## src/verilog/vipb_pkg.sv

```systemverilog
// Constants and types shared by the VPD inquiry page builder files
package vipb_pkg;

	// ---------------------------------------------------------------
	// Page codes
	// ---------------------------------------------------------------
	localparam logic [7:0] PG_PORT_ID = 8'h88;
	localparam logic [7:0] PG_BLOCK_CHAR = 8'hb1;
	localparam logic [7:0] PG_CARD_ID = 8'hd2;

	// ---------------------------------------------------------------
	// Common header byte 0 and page lengths
	// ---------------------------------------------------------------
	localparam logic [2:0] QUALIFIER = 3'h0;
	localparam logic [4:0] DEV_TYPE = 5'h00;
	localparam logic [7:0] LEN_PORT_ID = 8'h30;
	localparam logic [7:0] LEN_BLOCK_CHAR = 8'h3c;
	localparam logic [7:0] LEN_CARD_ID = 8'h78;
	localparam logic [7:0] HDR_BYTES = 8'h04;

	// ---------------------------------------------------------------
	// Port descriptor fields
	// ---------------------------------------------------------------
	localparam logic [3:0] PROTO_FC = 4'h0;
	localparam logic [3:0] PROTO_SAS = 4'h6;
	localparam logic [3:0] CODE_SET_BIN = 4'h1;
	localparam logic PROTO_ID_VALID = 1'b1;
	localparam logic [1:0] ASSOC_PORT = 2'h1;
	localparam logic [3:0] ID_TYPE_NAA = 4'h3;
	localparam logic [7:0] DESC_LEN = 8'h0c;
	localparam logic [7:0] ID_LEN = 8'h08;
	localparam logic [7:0] REL_PORT_PRI = 8'h01;
	localparam logic [7:0] REL_PORT_SEC = 8'h02;
	localparam logic [6:0] WWN_PRI_POS = 7'd20;
	localparam logic [6:0] WWN_SEC_POS = 7'd44;
	localparam logic [1:0] SEL_PORT_PRI = 2'h1;
	localparam logic [1:0] SEL_PORT_SEC = 2'h2;
	localparam int WWN_BLOCK_W = 12;
	localparam int WWN_SERIAL_W = 22;

	// ---------------------------------------------------------------
	// Block characteristics and card identification fields
	// ---------------------------------------------------------------
	localparam logic [7:0] ROT_RATE_SSD = 8'h01;
	localparam logic [3:0] FORM_FACTOR = 4'h3;
	localparam logic [7:0] STR_LEN = 8'h13;
	localparam logic [7:0] ASCII_SPACE = 8'h20;
	localparam logic [7:0] ASCII_NULL = 8'h00;
	localparam logic [6:0] FIELD_SPAN = 7'd20;
	localparam logic [6:0] FIELD_TERM = 7'd19;
	localparam int STR_FIELDS = 6;
	localparam int STR_CHARS = 19;
	localparam int STR_BYTES = STR_FIELDS * STR_CHARS;

	// ---------------------------------------------------------------
	// Sequencer states
	// ---------------------------------------------------------------
	typedef enum logic [1:0] {
		ST_IDLE = 2'b01,
		ST_SEND = 2'b10
	} vipb_state_t;

endpackage

```

## src/verilog/vipb_str_if.sv

```systemverilog
// Interface between the page sequencer and the card string store
`timescale 1ns/100ps
`default_nettype none
interface vipb_str_if;
	logic wrEn;
	logic [6:0] wrAddr;
	logic [7:0] wrData;
	logic [6:0] rdAddr;
	logic [7:0] rdData;
	modport user (output wrEn, output wrAddr, output wrData, output rdAddr, input rdData);
	modport store (input wrEn, input wrAddr, input wrData, input rdAddr, output rdData);
endinterface
`default_nettype wire

```

## src/verilog/vipb_page_builder.sv

```systemverilog
// Top of the VPD inquiry page builder: byte streamer for pages 88h, B1h, D2h
`timescale 1ns/100ps
`default_nettype none
module vipb_page_builder
	import vipb_pkg::*;
#(
	parameter logic [27:0] WWN_PREFIX = 28'h0a1b2c3 // Maker prefix, arbitrary value
) (
	input wire logic clk, // System clock, 10 MHz
	input wire logic rst_n, // Synchronous reset, active low
	input wire logic reqValid, // Request strobe
	input wire logic [7:0] reqPageCode, // Requested page code
	input wire logic [15:0] allocLen, // Allocation length in bytes
	input wire logic mediaAvail, // Media available
	input wire logic protoIsSas, // High for SAS, low for Fibre Channel
	input wire logic [vipb_pkg::WWN_BLOCK_W-1:0] wwnBlock, // Per-model block assignment
	input wire logic [vipb_pkg::WWN_SERIAL_W-1:0] wwnSerial, // Drive unique serial
	input wire logic strWrEn, // String byte write strobe
	input wire logic [6:0] strWrAddr, // String byte address
	input wire logic [7:0] strWrData, // String byte value
	input wire logic byteReady, // Transport takes a byte
	output logic busy, // Page in progress
	output logic byteValid, // Byte on byteData is valid
	output logic [7:0] byteData, // Page byte
	output logic byteLast, // Final byte of the transfer
	output logic pageDone, // Transfer finished pulse
	output logic pageUnsupported // Unknown page code pulse
);
	import vipb_pkg::*;

	// ---------------------------------------------------------------
	// Declarations
	// ---------------------------------------------------------------
	vipb_str_if strIf ();
	vipb_state_t state;
	logic [7:0] pageCode;
	logic mediaHeld;
	logic sasHeld;
	logic [63:0] uniquePortNamePri;
	logic [63:0] uniquePortNameSec;
	logic [6:0] idx;
	logic [15:0] limit;
	logic [7:0] curByte;
	logic [2:0] curField;
	logic [6:0] curPos;
	logic moreBytes;
	logic slotFree;

	// ---------------------------------------------------------------
	// Helper functions
	// ---------------------------------------------------------------

	// Whole page size including the four header bytes
	function automatic logic [7:0] pageTotal(input logic [7:0] code);
		case (code)
			PG_PORT_ID: return LEN_PORT_ID + HDR_BYTES;
			PG_BLOCK_CHAR: return LEN_BLOCK_CHAR + HDR_BYTES;
			PG_CARD_ID: return LEN_CARD_ID + HDR_BYTES;
			default: return 8'h00;
		endcase
	endfunction

	// Builds one port name
	function automatic logic [63:0] makeName(input logic [1:0] sel,
		input logic [WWN_BLOCK_W-1:0] blk, input logic [WWN_SERIAL_W-1:0] ser);
		return {WWN_PREFIX, blk, sel, ser};
	endfunction

	// Picks byte k of a name, most significant first
	function automatic logic [7:0] nameByte(input logic [63:0] w, input logic [2:0] k);
		logic [63:0] sh;
		sh = w << {k, 3'b000};
		return sh[63:56];
	endfunction

	// Splits a card page index into field number and offset in field
	function automatic logic [9:0] splitCard(input logic [6:0] i);
		logic [6:0] p;
		logic [2:0] f;
		p = i - 7'(HDR_BYTES);
		f = 3'h0;
		for (int n = 0; n < STR_FIELDS - 1; n++) begin
			if (p >= FIELD_SPAN) begin
				p = p - FIELD_SPAN;
				f = f + 3'h1;
			end
		end
		return {f, p};
	endfunction

	// Protocol nibble and code set of a descriptor
	function automatic logic [7:0] protoByte(input logic sas);
		return {(sas ? PROTO_SAS : PROTO_FC), CODE_SET_BIN};
	endfunction

	// Valid flag, association and identifier type of a descriptor
	function automatic logic [7:0] assocByte();
		return {PROTO_ID_VALID, 1'b0, ASSOC_PORT, ID_TYPE_NAA};
	endfunction

	// Port identification page content
	function automatic logic [7:0] portPageByte(input logic [6:0] i, input logic sas,
		input logic [63:0] w0, input logic [63:0] w1);
		logic [7:0] b;
		b = 8'h00;
		if (i >= WWN_PRI_POS && i < WWN_PRI_POS + 7'd8) begin
			b = nameByte(w0, 3'(i - WWN_PRI_POS));
		end else if (i >= WWN_SEC_POS && i < WWN_SEC_POS + 7'd8) begin
			b = nameByte(w1, 3'(i - WWN_SEC_POS));
		end else begin
			case (i)
				7'd3: b = LEN_PORT_ID;
				7'd7: b = REL_PORT_PRI;
				7'd15: b = DESC_LEN;
				7'd16: b = protoByte(sas);
				7'd17: b = assocByte();
				7'd19: b = ID_LEN;
				7'd31: b = REL_PORT_SEC;
				7'd39: b = DESC_LEN;
				7'd40: b = protoByte(sas);
				7'd41: b = assocByte();
				7'd43: b = ID_LEN;
				default: b = 8'h00;
			endcase
		end
		return b;
	endfunction

	// Block characteristics page content
	function automatic logic [7:0] blockPageByte(input logic [6:0] i);
		case (i)
			7'd3: return LEN_BLOCK_CHAR;
			7'd5: return ROT_RATE_SSD;
			7'd7: return {4'h0, FORM_FACTOR};
			default: return 8'h00;
		endcase
	endfunction

	// Card identification page content past the header
	function automatic logic [7:0] cardPageByte(input logic [6:0] pos, input logic media,
		input logic [7:0] s);
		logic [7:0] b;
		b = ASCII_SPACE;
		if (pos == FIELD_TERM) begin
			b = ASCII_NULL;
		end else if (!media) begin
			b = ASCII_SPACE;
		end else if (pos == 7'd0) begin
			b = STR_LEN;
		end else begin
			b = s;
		end
		return b;
	endfunction

	// Byte i of the selected page
	function automatic logic [7:0] pageByte(input logic [7:0] code, input logic [6:0] i,
		input logic [7:0] cardByte, input logic [7:0] portByte);
		logic [7:0] b;
		b = 8'h00;
		if (i == 7'd0) begin
			b = {QUALIFIER, DEV_TYPE};
		end else if (i == 7'd1) begin
			b = code;
		end else if (code == PG_CARD_ID) begin
			b = (i == 7'd3) ? LEN_CARD_ID : (i == 7'd2) ? 8'h00 : cardByte;
		end else if (code == PG_BLOCK_CHAR) begin
			b = blockPageByte(i);
		end else begin
			b = portByte;
		end
		return b;
	endfunction

	// ---------------------------------------------------------------
	// String store
	// ---------------------------------------------------------------

	// Write path straight from the ports, read path from the index
	assign strIf.wrEn = strWrEn;
	assign strIf.wrAddr = strWrAddr;
	assign strIf.wrData = strWrData;
	assign strIf.rdAddr = idx - 7'(HDR_BYTES) - 7'd1 - {4'h0, curField};

	vipb_string_store #(
		.DEPTH(STR_BYTES)
	) vipb_string_store_inst (
		.clk(clk),
		.rst_n(rst_n),
		.port(strIf.store)
	);

	// ---------------------------------------------------------------
	// Byte selection
	// ---------------------------------------------------------------

	// Card page field split and content of the current index
	assign {curField, curPos} = splitCard(idx);
	assign curByte = pageByte(pageCode, idx,
		cardPageByte(curPos, mediaHeld, strIf.rdData),
		portPageByte(idx, sasHeld, uniquePortNamePri, uniquePortNameSec));

	// Output slot can take a byte, and one remains below the limit
	assign slotFree = !byteValid || byteReady;
	assign moreBytes = {9'h000, idx} < limit;

	// ---------------------------------------------------------------
	// Request capture
	// ---------------------------------------------------------------

	// Page code, media state, protocol and names held for the transfer
	always_ff @(posedge clk) begin
		if (!rst_n) begin
			pageCode <= 8'h00;
			mediaHeld <= 1'b0;
			sasHeld <= 1'b0;
			uniquePortNamePri <= 64'h0;
			uniquePortNameSec <= 64'h0;
			limit <= 16'h0000;
		end else if (state == ST_IDLE && reqValid) begin
			pageCode <= reqPageCode;
			mediaHeld <= mediaAvail;
			sasHeld <= protoIsSas;
			uniquePortNamePri <= makeName(SEL_PORT_PRI, wwnBlock, wwnSerial);
			uniquePortNameSec <= makeName(SEL_PORT_SEC, wwnBlock, wwnSerial);
			// Shorter of page size and allocation length
			limit <= (allocLen < {8'h00, pageTotal(reqPageCode)}) ? allocLen :
				{8'h00, pageTotal(reqPageCode)};
		end
	end

	// ---------------------------------------------------------------
	// Sequencer
	// ---------------------------------------------------------------

	// Idle until a known page is asked for, then stream until the limit
	always_ff @(posedge clk) begin
		if (!rst_n) begin
			state <= ST_IDLE;
			busy <= 1'b0;
		end else begin
			case (state)
				ST_IDLE: begin
					if (reqValid && pageTotal(reqPageCode) != 8'h00) begin
						state <= ST_SEND;
						busy <= 1'b1;
					end
				end
				ST_SEND: begin
					if (slotFree && !moreBytes) begin
						state <= ST_IDLE;
						busy <= 1'b0;
					end
				end
				default: begin
					state <= ST_IDLE;
					busy <= 1'b0;
				end
			endcase
		end
	end

	// Byte index walks upward one byte per accepted slot
	always_ff @(posedge clk) begin
		if (!rst_n) begin
			idx <= 7'd0;
		end else if (state == ST_IDLE) begin
			idx <= 7'd0;
		end else if (slotFree && moreBytes) begin
			idx <= idx + 7'd1;
		end
	end

	// ---------------------------------------------------------------
	// Output stream
	// ---------------------------------------------------------------

	// Registered byte slot with ready back-pressure
	always_ff @(posedge clk) begin
		if (!rst_n) begin
			byteValid <= 1'b0;
			byteData <= 8'h00;
			byteLast <= 1'b0;
		end else if (state == ST_SEND && slotFree) begin
			byteValid <= moreBytes;
			byteData <= moreBytes ? curByte : 8'h00;
			byteLast <= moreBytes && ({9'h000, idx} == limit - 16'h0001);
		end else if (state != ST_SEND) begin
			byteValid <= 1'b0;
			byteLast <= 1'b0;
		end
	end

	// Completion and unknown page pulses
	always_ff @(posedge clk) begin
		if (!rst_n) begin
			pageDone <= 1'b0;
			pageUnsupported <= 1'b0;
		end else begin
			pageDone <= (state == ST_SEND) && slotFree && !moreBytes;
			pageUnsupported <= (state == ST_IDLE) && reqValid &&
				(pageTotal(reqPageCode) == 8'h00);
		end
	end

endmodule // vipb_page_builder
`default_nettype wire

```

## src/verilog/vipb_string_store.sv

```systemverilog
// Storage for the six card identification strings
`timescale 1ns/100ps
`default_nettype none
module vipb_string_store
	import vipb_pkg::*;
#(
	parameter int DEPTH = STR_BYTES
) (
	input wire logic clk, // System clock
	input wire logic rst_n, // Synchronous reset, active low
	vipb_str_if.store port // Write and read port
);
	import vipb_pkg::*;

	logic [7:0] mem [DEPTH];

	// True for digits and letters of either case
	function automatic logic isAlnum(input logic [7:0] c);
		return (c >= 8'h30 && c <= 8'h39) || (c >= 8'h41 && c <= 8'h5a) ||
			(c >= 8'h61 && c <= 8'h7a);
	endfunction

	// Writes store only alphanumerics, anything else becomes a blank
	always_ff @(posedge clk) begin
		if (!rst_n) begin
			for (int n = 0; n < DEPTH; n++) begin
				mem[n] <= ASCII_SPACE;
			end
		end else if (port.wrEn && 32'(port.wrAddr) < DEPTH) begin
			mem[port.wrAddr] <= isAlnum(port.wrData) ? port.wrData : ASCII_SPACE;
		end
	end

	// Asynchronous read, blanks outside the array
	assign port.rdData = (32'(port.rdAddr) < DEPTH) ? mem[port.rdAddr] : ASCII_SPACE;

endmodule // vipb_string_store
`default_nettype wire

```

## config.mk

```make
export PLATFORM = sky130hd
export DESIGN_NAME = vipb_page_builder
export DESIGN_NICKNAME = d
export VERILOG_FILES = /design/src/verilog/vipb_pkg.sv /design/src/verilog/vipb_str_if.sv /design/src/verilog/vipb_page_builder.sv /design/src/verilog/vipb_string_store.sv
export SDC_FILE = /design/constraint.sdc
export NUM_CORES = 2
export LEC_CHECK = 0
export ABC_AREA = 1
export BUFFER_PORTS_ARGS = -buffer_cell sky130_fd_sc_hd__buf_4
export CORE_MARGIN = 2
export CORE_UTILIZATION = 50
export CTS_BUF_LIST = sky130_fd_sc_hd__clkbuf_4 sky130_fd_sc_hd__clkbuf_8
export CTS_CLUSTER_DIAMETER = 40
export DETAILED_ROUTE_END_ITERATION = 12
export PLACE_DENSITY_LB_ADDON = 0.25
export RECOVER_POWER = 100
export SLEW_MARGIN = 20
export SYNTH_ARGS = -nofsm -noshare
export SYNTH_HDL_FRONTEND = slang
export SYNTH_SLANG_ARGS = --single-unit
```

## constraint.sdc

```tcl
create_clock -name clk -period 22 [get_ports clk]
set_clock_uncertainty 0.2 [all_clocks]
set_input_delay 4.4 -clock clk [delete_from_list [all_inputs] [get_ports clk]]
set_output_delay 4.4 -clock clk [all_outputs]
set_load 0.05 [all_outputs]
```

==> impl_metrics.py <==
metrics = {
    "final_layout": {
        "final_cell_mix": "1,129 x nor2_1, 1,042 x nand2_1, 1,024 x edfxtp_1, 311 x a21oi_1, 284 x inv_1",
        "nFillCells": 8870,
        "drive_above_1_share_pct": 8.831,
        "register_area_sq_mm": 0.03239,
        "areaGrowthSynthToFinish_pct": 11.95,
        "layout_commonest_cell": "nor2_1",
        "nets": 5554,
        "multi_input_area_sq_mm": 0.01748,
    },
    "grt": {
        "grt_max_degree": 180,
        "antenna_found_initial": 1,
        "use_met2_pct": 43.52,
        "use_met1_pct": 36.24,
        "grt_pass1_wl_um": 220200,
        "grtUsageTotal_pct": 26.93,
        "grt_pass1_vias": 37810,
        "overflow": 0,
        "grt_busiest_layer": "met2",
        "use_met3_pct": 4.519,
    },
    "synthesis": {
        "netlist_area_sq_mm": 0.05140,
        "synth_xor_area_share_pct": 0.3579,
        "synth_compound_area_share_pct": 11.83,
        "ys.flop_type": "edfxtp_1",
        "synth_edf_count": 1024,
        "syn-instance-count": 5214,
        "synthSimpleGateAreaFrac_pct": 18.92,
        "ys_ff_latch": 1106,
        "ys_warn_count": 0,
        "async_reset_ff_share_pct": 0,
        "yosysUniqueCellTypes": 66,
        "ys_seq_area_share_pct": 63.02,
        "synth_top_family_by_area": "simple AND/OR/NAND/NOR gates",
        "syn_avg_cell_area_sq_um": 9.857,
        "yosys.area_share.adder_pct": 0.8910,
        "synth.mux.area_fraction_pct": 0.1777,
    },
    "detailed_routing": {
        "dr_total_vias": 39690,
        "routed_via_density": 5.698,
        "ant_nets": 0,
        "drc": 0,
        "drtIter0Drc": 4594,
        "routed_wl_um": 145300,
        "post_drt_wl_per_cell_um": 20.86,
        "drt-pass1-iter-count": 6,
    },
    "sta": {
        "period_minus_slack_ps": 14470,
        "fin_tns_setup_ps": 0,
        "slew_violations": 419,
        "fin_crit_sh_pct": 65.76,
        "relSlewSlack_pct": -177.1,
        "final_hold_viol_count": 0,
        "rsz0062_at_grt": "false",
        "max_freq_mhz": 69.12,
        "setup_viol": 0,
        "worstMarginPinSlew_ps": 4157,
        "layout_setup_ws_ps": 7533,
    },
    "power": {
        "power_density_mw_per_mm2": 82.13,
        "finalPower_mw": 4.726,
        "p_leak_nw": 20.73,
        "vdd_drop_max_v": 0.00005809,
    },
    "clocking": {
        "cts-root-buf": "clkbuf_8",
        "worstSkewPairLatency_ps": 880,
        "clkTransAtPathRegs_ps": 60,
        "tritoncts": "yes",
        "clock-sinks": 1106,
        "ctsHtreeMaxLevel": 4,
        "hold_buffers": 0,
        "cts_buffers": 186,
        "clockBufferDepth": 3,
        "ctsResizeCount": 0,
        "postCtsSetupBuffers": 0,
    },
    "critical_path": {
        "endpoint": "byteData[6]$_SDFFE_PN0P_",
        "r2r_slack_ps": 7530,
        "worstSetupStartpoint": "idx[2]$_SDFFE_PP0P_",
        "path_class": "reg -> reg",
        "worstPathRequired_ps": 22570,
        "reg2regPathDepth": 60,
        "cp.arrival_ps": 15040,
        "r2r-start": "idx[2]$_SDFFE_PP0P_",
        "cp-start-kind": "flip-flop",
        "path_common_cell": "inv_1",
        "critical_path_peak_fanout": 179,
        "critPathCaptureType": "flip-flop",
        "r2r-end": "byteData[6]$_SDFFE_PN0P_",
        "cp_slowest_stage_delay_ps": 1940,
        "cp_slowest_cell": "clkbuf_1",
    },
    "placed_design": {
        "place_congestion": 0.8983,
        "numPortBuffers": 92,
        "place_ws_ps": 10380,
        "dp_hpwl_um": 87330,
    },
    "floorplanning": {
        "start_util_pct": 50.44,
        "core.rowCount": 117,
        "fp.dieW_um": 324.6,
        "die_area_sq_mm": 0.1054,
        "coreArea_sq_mm": 0.1019,
        "die_h_um": 324.6,
        "num_io_pins": 93,
    },
    "status": {
        "run_status": "finished, violations left",
        "violations": "capacitance limit, slew limit",
    },
    "hold_path": {
        "hp-class": "reg -> reg",
    },
    "job": {
        "drv_cap": 11,
    },
}
## critical path, delay by kind of cell (launching register included)
kind | cells | cell delay, ps
buf+inv | 15 | 4300
simple gates | 29 | 4270
fa+ha+maj | 6 | 2540
compound gates | 8 | 1680
flops | 1 | 830
xor+xnor | 2 | 400
## how the worst min path moves through the flow
stage / startpoint / to / slack, ps / depth (start not counted)
4_1_cts: uniquePortNamePri[29]$_SDFFE_PN0P_ / uniquePortNamePri[29]$_SDFFE_PN0P_ / 250 / 2
2_1_floorplan: uniquePortNamePri[13]$_SDFFE_PN0P_ / uniquePortNamePri[13]$_SDFFE_PN0P_ / 220 / 2
3_3_place_gp: uniquePortNamePri[29]$_SDFFE_PN0P_ / uniquePortNamePri[29]$_SDFFE_PN0P_ / 240 / 2
3_5_place_dp: uniquePortNamePri[29]$_SDFFE_PN0P_ / uniquePortNamePri[29]$_SDFFE_PN0P_ / 250 / 2
5_1_grt: uniquePortNamePri[29]$_SDFFE_PN0P_ / uniquePortNamePri[29]$_SDFFE_PN0P_ / 270 / 2
6_report: uniquePortNamePri[29]$_SDFFE_PN0P_ / uniquePortNamePri[29]$_SDFFE_PN0P_ / 250 / 2
## state kept, by name, summed over array words and instances, names as in the netlist, 7 cells and up
name and count:
pageCode 8, vipb_string_store_inst.mem 1024, idx 7, uniquePortNamePri 35
limit 16, byteData 8
## metrics by stage
step                area (sq um)  util [%]  std cells  hold slack [ps]
floorplan                  52290         -       5453            224.5
global placement           53950     52.95       6618            241.6
detailed placement         53950     52.95       6618            245.4
CTS                        57720     56.65       6962            253.5
global route               57530     56.47       6963            273.4
finish                     57540     56.47       6965            252.6
## where the power goes
| part | leakage, nW | internal [mW] | switching [mW] |
|---|---|---|---|
| Combinational | 8.22 | 0.107 | 0.298 |
| Sequential | 10.5 | 2.42 | 0.0386 |
| Clock | 1.99 | 1.01 | 0.852 |
| Total | 20.7 | 3.54 | 1.19 |
## layout make-up
cell class	count	area share, %
diodes	3	0.01305
clock buffers	267	5.625
clock inverters	77	0.9220
inverters	306	2.068
multi-input cells	3696	30.38
flip-flops and latches	1106	56.29
well taps	1368	2.975
repair buffers	142	1.724
## per-layer routing
layer,vias to the layer above,part of all wire (%)
met4,0,3.9
met2,2035,47
met1,19060,40
met3,347,9.3
li1,18250,-
met5,-,0
## cell usage after synthesis, types with 9 or more instances
library cell	n	share of area [%]
o221ai_1	21	0.36
a211oi_1	28	0.41
buf_1	43	0.31
o21ai_0	263	2.6
nand2_2	20	0.24
edfxtp_1	1024	60
o2111ai_1	18	0.31
a32o_1	84	1.6
ha_1	35	0.85
a21oi_1	311	3.0
dfxtp_1	82	3.2
a32oi_1	26	0.44
clkbuf_1	299	2.2
a221oi_1	19	0.32
a22oi_1	46	0.67
nand2_1	1042	7.6
o21a_1	27	0.39
clkinv_1	11	0.080
nand4_1	24	0.29
o211ai_1	45	0.66
nand2_4	13	0.28
nor2_1	1132	8.3
nor4_1	9	0.11
xor2_1	14	0.24
nor3_1	17	0.17
nand3_1	141	1.4
o22ai_1	32	0.39
inv_1	284	2.1
## kinds of logic (layout without fill, tap and decap cells)
family,Yosys count,count (layout)
AND/OR/NAND/NOR,2428,2428
flip-flops,1106,1106
AO/OA/AOI/OAI,962,962
buffers and inverters,651,792
adder cells (fa/ha/maj),36,36
XOR/XNOR,21,21
multiplexers,9,9
other,1,243
Power figures use the tool's default switching activity.
